--- src/cmd_ctrl_pkg.sv ---
// Constants and carrier types for the PCI command register low byte block
package cmd_ctrl_pkg;

  // Register offset (configuration space byte address)
  localparam logic [7:0] cmd_reg_offset = 8'h04;
  localparam logic [7:0] stat_reg_offset = 8'h06;

  // Command and status register bit positions
  localparam int cmd_io_bit = 0;
  localparam int cmd_mem_bit = 1;
  localparam int cmd_bm_bit = 2;
  localparam int cmd_special_bit = 3;
  localparam int cmd_mwi_bit = 4;
  localparam int cmd_snoop_bit = 5;
  localparam int cmd_parity_bit = 6;
  localparam int cmd_step_bit = 7;
  localparam int stat_dpe_bit = 15;

  // Writable mask of the command word, reset value
  localparam logic [15:0] cmd_write_mask = 16'h0357;
  localparam logic [15:0] cmd_reset_value = 16'h0000;
  localparam logic [15:0] stat_fixed_value = 16'h0210;

  // Stepping capability encodings
  localparam logic [1:0] step_never = 2'h0;
  localparam logic [1:0] step_always = 2'h1;
  localparam logic [1:0] step_either = 2'h2;

  // Register image of the block
  typedef struct packed {
    logic [15:0] cmd;
    logic detected_parity_error_flag;
    logic perr_n;
    logic perr_oe;
  } cmd_state_t;

  // Configuration access request
  typedef struct packed {
    logic rd;
    logic wr;
    logic [7:0] addr;
    logic [3:0] be;
    logic [31:0] wdata;
  } cfg_req_t;

  // Enables handed to target and master logic
  typedef struct packed {
    logic mem_claim;
    logic io_claim;
    logic snoop_palette;
    logic special_monitor;
    logic master_ok;
    logic mwi_ok;
  } enables_t;

endpackage : cmd_ctrl_pkg

--- src/parity_gen.sv ---
// Even parity generator for driven address/data and byte enables
`timescale 1ns/1ps
`default_nettype none
module parity_gen
  import cmd_ctrl_pkg::*;
(
  // Clock and reset
  input wire logic clock,
  input wire logic resetn,
  // Driven bus values
  input wire logic [31:0] ad,
  input wire logic [3:0] cbe,
  input wire logic drive,
  // Parity out
  output var logic par,
  output var logic par_oe
);

  // Parity follows the data phase by one clock, independent of checking
  always_ff @(posedge clock) begin
    if (!resetn) begin
      par <= 1'b0;
      par_oe <= 1'b0;
    end else begin
      par <= ^{ad, cbe};
      par_oe <= drive;
    end
  end

endmodule : parity_gen
`default_nettype wire

--- src/cmd_ctrl.sv ---
// PCI command register low byte and the enables it applies
`timescale 1ns/1ps
`default_nettype none

// What this block does
// - Stepping bit fixed by capability; writable and set to one when both supported.
// - Parity response set: detected parity errors drive the error pin.
// - Parity response clear: still flag detected error, never drive error pin.
// - Parity response bit resets to zero.
// - Parity always generated on driven cycles, checking enabled or not.
// - Snoop bit not writable, stays zero: palette writes are claimed as memory writes, never captured.
// - Write-invalidate only while its enable is one; else plain memory write.
// - Special cycles ignored while monitor bit zero, its reset value.
// - No initiator transactions while bus master enable is zero.
// - Memory transactions claimed only while memory space enable is one.
// - I/O transactions claimed only while I/O space enable is one.
// - All-zero command disconnects the device except configuration accesses.
module cmd_ctrl
  import cmd_ctrl_pkg::*;
#(
  parameter logic [1:0] step_capability = step_never
)(
  // Clock and reset
  input wire logic clock,
  input wire logic resetn,
  // Configuration access
  input wire cfg_req_t cfg_req,
  output var logic [31:0] cfg_rdata,
  // Target decode requests
  input wire logic mem_hit,
  input wire logic io_hit,
  input wire logic palette_write,
  input wire logic special_cycle,
  // Master requests
  input wire logic master_req,
  input wire logic master_wants_mwi,
  // Parity check and generation
  input wire logic parity_error,
  input wire logic [31:0] drive_ad,
  input wire logic [3:0] drive_cbe,
  input wire logic drive_en,
  output var logic par,
  output var logic par_oe,
  output var logic perr_n,
  output var logic perr_oe,
  // Decisions toward the bus logic
  output var logic claim,
  output var logic snoop_capture,
  output var logic special_seen,
  output var logic master_grant,
  output var logic use_mwi,
  output var enables_t enables
);

  cmd_state_t state_reg, state_next;
  logic [31:0] rdata_reg, rdata_next;
  logic claim_reg, claim_next;
  logic snoop_reg, snoop_next;
  logic special_reg, special_next;
  logic grant_reg, grant_next;
  logic mwi_reg, mwi_next;
  enables_t en_reg, en_next;
  logic [15:0] wmask, wdata16, step_rd;
  logic cmd_hit, stat_hit;
  // Stepping bit comes out of reset at one only when software may change it
  localparam logic [15:0] step_init = (step_capability == step_either) ? (16'h0001 << cmd_step_bit) : cmd_reset_value;

  // Stepping bit is writable only when both modes are possible
  always_comb begin
    wmask = cmd_write_mask;
    step_rd = cmd_reset_value;
    if (step_capability == step_either) begin
      wmask[cmd_step_bit] = 1'b1;
    end
    if (step_capability == step_always) begin
      step_rd[cmd_step_bit] = 1'b1;
    end
  end

  // Byte enables are active low; both bytes of the word at offset 4
  always_comb begin
    cmd_hit = cfg_req.addr[7:2] == cmd_reg_offset[7:2];
    stat_hit = cfg_req.addr[7:2] == stat_reg_offset[7:2];
    wdata16 = state_reg.cmd;
    if (!cfg_req.be[0]) begin
      wdata16[7:0] = cfg_req.wdata[7:0];
    end
    if (!cfg_req.be[1]) begin
      wdata16[15:8] = cfg_req.wdata[15:8];
    end
  end

  // Next state of registers and decisions
  always_comb begin
    state_next = state_reg;
    rdata_next = rdata_reg;
    // Configuration write, masked to writable bits
    if (cfg_req.wr && cmd_hit) begin
      state_next.cmd = (wdata16 & wmask) | (state_reg.cmd & ~wmask) | step_rd;
    end
    // Status flag: writing one to bit 31 clears it, a new error wins
    if (cfg_req.wr && cmd_hit && !cfg_req.be[3] && cfg_req.wdata[16 + stat_dpe_bit]) begin
      state_next.detected_parity_error_flag = 1'b0;
    end
    if (parity_error) begin
      state_next.detected_parity_error_flag = 1'b1;
    end
    // Error pin only when parity response is on
    state_next.perr_n = !(parity_error && state_reg.cmd[cmd_parity_bit]);
    state_next.perr_oe = parity_error && state_reg.cmd[cmd_parity_bit];
    // Read data: command in low half, status in high half
    if (cfg_req.rd && (cmd_hit || stat_hit)) begin
      rdata_next = {stat_fixed_value | ({15'h0000, state_reg.detected_parity_error_flag} << stat_dpe_bit), state_reg.cmd | step_rd};
    end else if (cfg_req.rd) begin
      rdata_next = 32'h0000_0000;
    end
    // Target claim gated by the space enables; zero command disconnects all
    en_next.mem_claim = state_reg.cmd[cmd_mem_bit];
    en_next.io_claim = state_reg.cmd[cmd_io_bit];
    en_next.snoop_palette = state_reg.cmd[cmd_snoop_bit];
    en_next.special_monitor = state_reg.cmd[cmd_special_bit];
    en_next.master_ok = state_reg.cmd[cmd_bm_bit];
    en_next.mwi_ok = state_reg.cmd[cmd_mwi_bit];
    claim_next = ((mem_hit && state_reg.cmd[cmd_mem_bit]) || (io_hit && state_reg.cmd[cmd_io_bit]))
      && !(palette_write && state_reg.cmd[cmd_snoop_bit]);
    snoop_next = palette_write && state_reg.cmd[cmd_snoop_bit];
    special_next = special_cycle && state_reg.cmd[cmd_special_bit];
    grant_next = master_req && state_reg.cmd[cmd_bm_bit];
    mwi_next = master_req && master_wants_mwi && state_reg.cmd[cmd_bm_bit]
      && state_reg.cmd[cmd_mwi_bit];
  end

  // Single register stage; reset leaves every enable off
  always_ff @(posedge clock) begin
    if (!resetn) begin
      state_reg <= '{cmd: cmd_reset_value | step_init, detected_parity_error_flag: 1'b0, perr_n: 1'b1, perr_oe: 1'b0};
      rdata_reg <= 32'h0000_0000;
      claim_reg <= 1'b0;
      snoop_reg <= 1'b0;
      special_reg <= 1'b0;
      grant_reg <= 1'b0;
      mwi_reg <= 1'b0;
      en_reg <= '0;
    end else begin
      state_reg <= state_next;
      rdata_reg <= rdata_next;
      claim_reg <= claim_next;
      snoop_reg <= snoop_next;
      special_reg <= special_next;
      grant_reg <= grant_next;
      mwi_reg <= mwi_next;
      en_reg <= en_next;
    end
  end

  // Parity generation stays on regardless of checking
  parity_gen u_parity (
    .clock(clock),
    .resetn(resetn),
    .ad(drive_ad),
    .cbe(drive_cbe),
    .drive(drive_en),
    .par(par),
    .par_oe(par_oe)
  );

  // Outputs straight from flops
  assign cfg_rdata = rdata_reg;
  assign perr_n = state_reg.perr_n;
  assign perr_oe = state_reg.perr_oe;
  assign claim = claim_reg;
  assign snoop_capture = snoop_reg;
  assign special_seen = special_reg;
  assign master_grant = grant_reg;
  assign use_mwi = mwi_reg;
  assign enables = en_reg;

  // Checks
  chk_mem_gate: assert property (@(posedge clock) disable iff (!resetn)
    (mem_hit && !io_hit && !state_reg.cmd[cmd_mem_bit]) |=> !claim) else $error("memory claim while disabled");
  chk_io_gate: assert property (@(posedge clock) disable iff (!resetn)
    (io_hit && !mem_hit && !state_reg.cmd[cmd_io_bit]) |=> !claim) else $error("io claim while disabled");
  chk_master_gate: assert property (@(posedge clock) disable iff (!resetn)
    master_grant |-> $past(state_reg.cmd[cmd_bm_bit]) && $past(master_req)) else $error("master without enable");
  chk_mwi_gate: assert property (@(posedge clock) disable iff (!resetn)
    use_mwi |-> $past(state_reg.cmd[cmd_mwi_bit])) else $error("mwi without enable");
  chk_perr_gate: assert property (@(posedge clock) disable iff (!resetn)
    (parity_error && !state_reg.cmd[cmd_parity_bit]) |=> perr_n && !perr_oe) else $error("perr while off");
  chk_perr_drive: assert property (@(posedge clock) disable iff (!resetn)
    (parity_error && state_reg.cmd[cmd_parity_bit]) |=> !perr_n && perr_oe) else $error("perr not driven");
  chk_dpe_set: assert property (@(posedge clock) disable iff (!resetn)
    parity_error |=> state_reg.detected_parity_error_flag) else $error("parity flag lost");
  chk_reset_off: assert property (@(posedge clock)
    !resetn |=> state_reg.cmd[cmd_parity_bit] == 1'b0 && !state_reg.cmd[cmd_bm_bit]) else $error("reset value wrong");
  chk_special_gate: assert property (@(posedge clock) disable iff (!resetn)
    special_seen |-> $past(state_reg.cmd[cmd_special_bit])) else $error("special seen while off");
  chk_parity_out: assert property (@(posedge clock) disable iff (!resetn)
    drive_en |=> par == $past(^{drive_ad, drive_cbe}) && par_oe) else $error("bad parity");
  cov_claim: cover property (@(posedge clock) disable iff (!resetn) claim);
  cov_snoop: cover property (@(posedge clock) disable iff (!resetn) snoop_capture);
  cov_mwi: cover property (@(posedge clock) disable iff (!resetn) use_mwi);
  cov_perr: cover property (@(posedge clock) disable iff (!resetn) perr_oe);

endmodule : cmd_ctrl
`default_nettype wire

--- config.mk ---
export PLATFORM = sky130hd
export DESIGN_NAME = cmd_ctrl
export DESIGN_NICKNAME = d
export VERILOG_FILES = /design/src/cmd_ctrl_pkg.sv /design/src/parity_gen.sv /design/src/cmd_ctrl.sv
export SDC_FILE = /design/constraint.sdc
export NUM_CORES = 1
export LEC_CHECK = 0
export CORE_MARGIN = 8
export CORE_UTILIZATION = 30
export DETAILED_ROUTE_END_ITERATION = 8
export DONT_BUFFER_PORTS = 1
export PLACE_DENSITY = 0.46
export SLEW_MARGIN = 20
export SYNTH_ARGS = -nofsm -noshare
export SYNTH_HDL_FRONTEND = slang
export SYNTH_SLANG_ARGS = --single-unit
export TNS_END_PERCENT = 5
--- constraint.sdc ---
create_clock -name clock -period 1.6 [get_ports clock]
set_input_delay 0 -clock clock [delete_from_list [all_inputs] [get_ports clock]]
set_output_delay 0 -clock clock [all_outputs]
set_load 0.05 [all_outputs]
==> flow_summary.yaml, run 1 <==
power_and_ir_drop:
  total_switching_power_w: 0.0004973
  powerDensity_mw_per_mm2: 934.4
  power.clock.fraction: 0.260
  finalPower_w: 0.001637
  power_leakage_nw: 0.7553
  power.combinational.fraction: 0.276
  max-vdd-ir-drop_uv: 431.2
  power_switching_share: 0.3038
  power.share.sequential: 0.464
  intPower_w: 0.001139
synth:
  post_synth_main_area_contributors: "sky130_fd_sc_hd__dfxtp_1 (38%), sky130_fd_sc_hd__xnor2_1 (15%), sky130_fd_sc_hd__buf_4 (14%)"
  synth_seq_cells: 28
  mappedNetlistArea_mm2: 0.001476
  syn_avg_cell_area_um2: 9.713
  number_of_enable_flip_flop_cells_after_synthesis: 0
  yosys.area.top_type: "sky130_fd_sc_hd__dfxtp_1"
  yosys.cell_count.top_type: "sky130_fd_sc_hd__dfxtp_1"
  synthTopCellsByCount: "sky130_fd_sc_hd__dfxtp_1 (28), sky130_fd_sc_hd__buf_4 (27), sky130_fd_sc_hd__xnor2_1 (26)"
  netlist_instances: 152
  most_used_flip_flop_cell_after_synthesis: "sky130_fd_sc_hd__dfxtp_1"
  async_s_r_ff_share_synth: 0
  post-synth-top-area-fraction: 0.3797
  yosys_warnings: 0
  ys_seq_area_frac: 0.3797
  synthDistinctLibCells: 25
finish:
  final_design_area_no_fill_mm2: 0.001752
  area_growth_pct: 18.64
  number_of_flip_flops_in_the_largest_register: 9
  seqCellArea_um2: 560.5
  final_util: 0.3709
  final_net_count: 273
  layout.cells.non_filler: 247
  filler_cell_count: 472
  drive_gt1_frac: 0.1111
  diodes: 0
  multiInputGateArea_um2: 787.0
setup_path:
  critPathCaptureType: "flip-flop"
  critical_path_required_ns: 1.77
  crit_path_cell_trace: "or4b_1, nor3_4, nand4b_1, a21oi_1, dlygate4sd3_1, nor2_1"
  setup.reg_to_reg.worst_slack_ns: 0.25
  critical_path.reg2reg.endpoint: "claim"
  critical-path-top-delay-family: "simple AND/OR/NAND/NOR gates"
  critical_path.startpoint_type: "input port"
  reg2reg_path_depth: 3
  critical-path-slowest-cell: "sky130_fd_sc_hd__or4b_1"
  cp.arrival_ns: 1.69
  critical_path.n_buffers_inverters: 1
  critPathMaxFanout: 5
  reg2reg_from: "en_next[5]"
  worst_path_largest_cell_delay_ns: 0.56
  crit_type: "input port to flip-flop"
clocking:
  numCtsBuffers: 3
  cts_num_sinks: 28
  cts_tree: "yes"
  clockRootBuffer: "sky130_fd_sc_hd__clkbuf_8"
  clock_insertion_delay_worst_skew_ns: 0.27
  cts.reportedPaths.clkPinSlew_ns: 0.09
  postCtsSetupBuffers: 0
  cts-htree-levels: 1
  cts.path.max_buffers: 2
run:
  cap_viol_max_count: 0
drt:
  first_iter_violations: 19
  postRouteAntennaNets: 0
  vias: 1011
  detail_route.first_pass.iterations: 4
  finalWirelength_um: 3613
  vias_per_cell: 4.093
  detail_route.drc_violations: 0
  routed_wire_length_per_instance_um: 14.63
timing:
  fin_crit_ns: 1.524
  rsz_0062_raised_after_global_routing: "no"
  slew_violations: 0
  setup-violations-final: 0
  timing.max_slew.rel_slack: 0.6460
  timing.clock.skew_ns: 0.004238
  setup_tns_ns: 0
  achievable-frequency_ghz: 0.6563
  post-route-period-util: 0.9522
  finalHoldViolations: 0
  tightestPinTransition_ns: 0.5293
floorplanning:
  top_level_ports: 139
  row_count: 25
  height_of_the_chip_um: 86.15
  floorplan.die.width_um: 86.15
  core_area_mm2: 0.004723
  start_util: 0.3126
  design.die.area_mm2: 0.007422
place:
  finalWeightedCongestion: 0.6790
  placed_cells_incl_taps: 227
  dpl_cell_area_mm2: 0.001530
  dp_hpwl_um: 2963
  io_buffer_count: 0
grt:
  grt_pass1_wl_um: 5361
  groute.usage.overall: 0.09120
  grt_pass1_vias: 1112
  maximum_number_of_pins_on_one_net_before_global_route_repair: 18
  overflow_left_after_global_routing: 0
  antenna_found_initial: 0
worst_hold_path:
  hold_depth: 3
  holdPathEnd: "state_reg[12]"
  worst_hold_path_type: "input port to flip-flop"
  min-delay-start: "cfg_req[44]"
outcome:
  status: "finished clean"
==> worst min-delay path, cell delays in order <==
cell and delay [ns]:
sky130_fd_sc_hd__nand3b_1 0.12, sky130_fd_sc_hd__mux2i_1 0.09, sky130_fd_sc_hd__nor2_1 0.08
==> power groups by stage <==
stage / clock [W] / combinational, W / sequential [W]
after detailed placement: 0 / 0.000413 / 0.000776
final: 0.000426 / 0.000452 / 0.000759
after global placement: 0 / 0.000409 / 0.000776
after global routing: 0.000484 / 0.000482 / 0.000761
after CTS: 0.000446 / 0.000455 / 0.000759
after floorplan: 0 / 0.000437 / 0.000773
==> routing by layer <==
metal / up-vias / wire length [um] / global-route usage
met2: 57 / 1936 / 0.1679
met3: 2 / 476 / 0.05540
li1: 493 / - / -
met5: - / 0 / 0
met4: 0 / 27 / 0.02866
met1: 459 / 1173 / 0.07969
==> placed cells by master, fill, tap and decap left out, types with 3 or more instances in the layout <==
master,count
sky130_fd_sc_hd__xnor2_1,26
sky130_fd_sc_hd__clkbuf_8,4
sky130_fd_sc_hd__dlygate4sd3_1,16
sky130_fd_sc_hd__mux2i_1,9
sky130_fd_sc_hd__xor2_1,4
sky130_fd_sc_hd__and3_1,3
sky130_fd_sc_hd__nand3_1,8
sky130_fd_sc_hd__dfxtp_1,28
sky130_fd_sc_hd__conb_1,26
sky130_fd_sc_hd__a21oi_1,9
sky130_fd_sc_hd__nand2b_1,8
sky130_fd_sc_hd__nor2_1,9
sky130_fd_sc_hd__and2_1,5
sky130_fd_sc_hd__buf_4,13
==> worst max-delay path by stage <==
| stage | startpoint | end | slack [ns] | cells past startpoint |
|---|---|---|---|---|
| after detailed placement | cfg_req[43] | en_next[1] | 0.18 | 6 |
| after global routing | cfg_req[43] | state_reg[2] | 0.04 | 6 |
| after CTS | cfg_req[43] | state_reg[2] | 0.09 | 6 |
| after floorplan | cfg_req[43] | state_reg[2] | 0.30 | 6 |
| final | cfg_req[43] | state_reg[2] | 0.08 | 6 |
| after global placement | cfg_req[43] | en_next[4] | 0.20 | 6 |
==> cell type report <==
class                   count  share of cell area
repair buffers             29              0.1471
clock buffers               4             0.03143
multi-input cells         117              0.4493
flip-flops and latches     28              0.3200
well taps                  67             0.04786
inverters                   2            0.004286
==> logic make-up (layout without fill, tap and decap cells) <==
logic type | count (synthesis) | in the layout | synth area share
xor+xnor | 32 | 32 | 0.2085
mux | 9 | 9 | 0.06102
buf+inv | 32 | 35 | 0.1551
other cells | 1 | 26 | 0.002540
simple gates | 40 | 40 | 0.1568
flops | 28 | 28 | 0.3797
compound gates | 10 | 10 | 0.03644
==> metrics by stage <==
| step | setup WS [ns] | hold slack (ns) |
|---|---|---|
| finish | 0.07642 | 0.04601 |
| global route | 0.03522 | 0.04975 |
| CTS | 0.08555 | 0.03653 |
| detailed placement | 0.1753 | 0.1281 |
| global placement | 0.2025 | 0.1196 |
| floorplan | 0.3010 | 0.1174 |
==> what timing repair did <==
item | CTS | global route
hold buffers | 16 | 0
setup endpoints to repair | 0 | 1
resized for setup | 0 | 1
hold endpoints to repair | 28 | 0
Power figures use the tool's default switching activity.
==> inputs of run 2 (changes only) <==
- ABC_AREA: unset -> 1
- CORE_MARGIN: 8 -> unset
==> flow_summary.yaml, run 2 <==
drt:
  first_iter_violations: 48
  detail_route.first_pass.iterations: 6
  detail_route.drc_violations: 14
  routed_wire_length_per_instance_um: 8.575
  vias_per_cell: 4.110
  vias: 1907
  postRouteAntennaNets: 0
  finalWirelength_um: 3979
synth:
  synthDistinctLibCells: 23
  post-synth-top-area-fraction: 0.3309
  synth_seq_cells: 28
  yosys.area.top_type: "sky130_fd_sc_hd__nand2_1"
  netlist_instances: 359
  mappedNetlistArea_mm2: 0.002031
  yosys_warnings: 0
  synthTopCellsByCount: "sky130_fd_sc_hd__nand2_1 (179), sky130_fd_sc_hd__inv_1 (45), sky130_fd_sc_hd__dfxtp_1 (28)"
  number_of_enable_flip_flop_cells_after_synthesis: 0
  post_synth_main_area_contributors: "sky130_fd_sc_hd__nand2_1 (33%), sky130_fd_sc_hd__dfxtp_1 (28%), sky130_fd_sc_hd__buf_4 (10%)"
  async_s_r_ff_share_synth: 0
  ys_seq_area_frac: 0.2760
  most_used_flip_flop_cell_after_synthesis: "sky130_fd_sc_hd__dfxtp_1"
  yosys.cell_count.top_type: "sky130_fd_sc_hd__nand2_1"
  syn_avg_cell_area_um2: 5.657
setup_path:
  critPathMaxFanout: 23
  reg2reg_path_depth: 3
  critical_path.startpoint_type: "input port"
  critical_path_required_ns: 1.82
  cp.arrival_ns: 1.47
  crit_type: "input port to flip-flop"
  critPathCaptureType: "flip-flop"
floorplanning:
  row_count: 29
  height_of_the_chip_um: 84.28
  start_util: 0.3144
  design.die.area_mm2: 0.007102
  floorplan.die.width_um: 84.28
  top_level_ports: 139
  core_area_mm2: 0.006459
outcome:
  status: "complete, but fails checks"
  violations_in_the_final_reports: "DRC"
timing:
  setup_tns_ns: 0
  finalHoldViolations: 0
  slew_violations: 0
  post-route-period-util: 0.7777
  tightestPinTransition_ns: 0.8075
  achievable-frequency_ghz: 0.8036
  timing.clock.skew_ns: 0.002250
  setup-violations-final: 0
  timing.hold.ws_ns: 0.04901
  fin_crit_ns: 1.244
  timing.max_slew.rel_slack: 0.4617
  rsz_0062_raised_after_global_routing: "no"
grt:
  grt_pass1_wl_um: 6851
  maximum_number_of_pins_on_one_net_before_global_route_repair: 24
  antenna_found_initial: 0
  overflow_left_after_global_routing: 0
  groute.usage.overall: 0.1144
  grt_pass1_vias: 1672
finish:
  number_of_flip_flops_in_the_largest_register: 9
  most-common-layout-cells: "sky130_fd_sc_hd__nand2_1 (179), sky130_fd_sc_hd__inv_1 (45), sky130_fd_sc_hd__dfxtp_1 (28)"
  mostFrequentLayoutCell: "sky130_fd_sc_hd__nand2_1"
  diodes: 0
  final_net_count: 480
  drive_gt1_frac: 0.09561
  area_growth_pct: 14.05
worst_hold_path:
  hold_depth: 4
  worst_hold_path_type: "input port to flip-flop"
clocking:
  cts_tree: "yes"
  cts_num_sinks: 28
  cts.reportedPaths.clkPinSlew_ns: 0.09
  cts-htree-levels: 1
  cts.path.max_buffers: 2
  numCtsBuffers: 3
  clockRootBuffer: "sky130_fd_sc_hd__clkbuf_8"
  clock_insertion_delay_worst_skew_ns: 0.27
  postCtsSetupBuffers: 0
place:
  io_buffer_count: 0
  dp_hpwl_um: 3273
  finalWeightedCongestion: 0.7553
power_and_ir_drop:
  powerDensity_mw_per_mm2: 700.1
  power_leakage_nw: 1.355
  max-vdd-ir-drop_uv: 289.6
run:
  cap_viol_max_count: 0
==> run 2: cell count changes after synthesis, sizes merged, moves of 5 or more <==
| cell | change |
|---|---|
| nand2 | +188 |
| inv | +52 |
| xnor2 | -23 |
| o21ai | +14 |
| nor2 | +10 |
| mux2i | -9 |
| nand2b | -8 |
| and2 | -5 |
| nand3 | +5 |
==> run 2: cells by family after synthesis <==
group / share of synthesized area
simple gates: 0.4473
buf+inv: 0.2070
flops: 0.2760
compound gates: 0.05483
xor+xnor: 0.01294
other cells: 0.001847
==> run 2: layer usage <==
| layer | global-route usage | wire length (um) | part of all wire |
|---|---|---|---|
| met4 | 0.03292 | 29 | 0.0073 |
| met1 | 0.1360 | 1749 | 0.44 |
| met2 | 0.2094 | 1904 | 0.48 |
| met3 | 0.02065 | 295 | 0.074 |
| met5 | 0 | 0 | 0 |
==> run 2: path summary, 6_finish.rpt <==
check                                    from              end  slack (ns)
worst min register to register  state_reg[11]    state_reg[11]        0.45
worst max register to register  cfg_rdata[31]    cfg_rdata[31]        0.78
worst min-delay path              cfg_req[45]    cfg_rdata[25]        0.05
worst max-delay path                   resetn  u_parity.par_oe        0.36
==> run 2: area by class of cell <==
cell class              count  area, um2
multi-input cells         273       1144
inverters                  54      202.7
fillers                   679       4143
repair buffers             28      257.7
clock buffers               4      55.05
well taps                  77      96.34
flip-flops and latches     28      560.5
==> run 2: per-stage QoR <==
stage | utilization | setup WS [ns] | total power (W) | instances | cell area (um2)
finish | 0.3586 | 0.3556 | 0.001621 | 464 | 2316
global placement | 0.3218 | 0.5738 | 0.001163 | 442 | 2078
floorplan | - | 0.6772 | 0.001181 | 384 | 2125
global route | 0.3586 | 0.2885 | 0.001736 | 464 | 2316
CTS | 0.3582 | 0.04415 | 0.001645 | 464 | 2313
detailed placement | 0.3218 | 0.5548 | 0.001169 | 442 | 2078
==> run 2: timing repair <==
| action | in CTS | in global routing |
|---|---|---|
| gates resized for setup | 0 | 1 |
| endpoints found under the hold margin | 28 | 0 |
| setup endpoints to repair | 0 | 1 |
| hold buffers | 18 | 0 |
==> run 2: report_power, final <==
group / internal, W / switching [W]
Sequential: 0.000705 / 0.0000275
Combinational: 0.000135 / 0.000325
Clock: 0.000220 / 0.000208
==> run 2: worst max-delay path, stage by stage <==
cell                             delay (ns)
sky130_fd_sc_hd__dlymetal6s4s_1        0.68
sky130_fd_sc_hd__nand2_1               0.12
sky130_fd_sc_hd__dlygate4sd3_1         0.60
sky130_fd_sc_hd__inv_1                 0.06
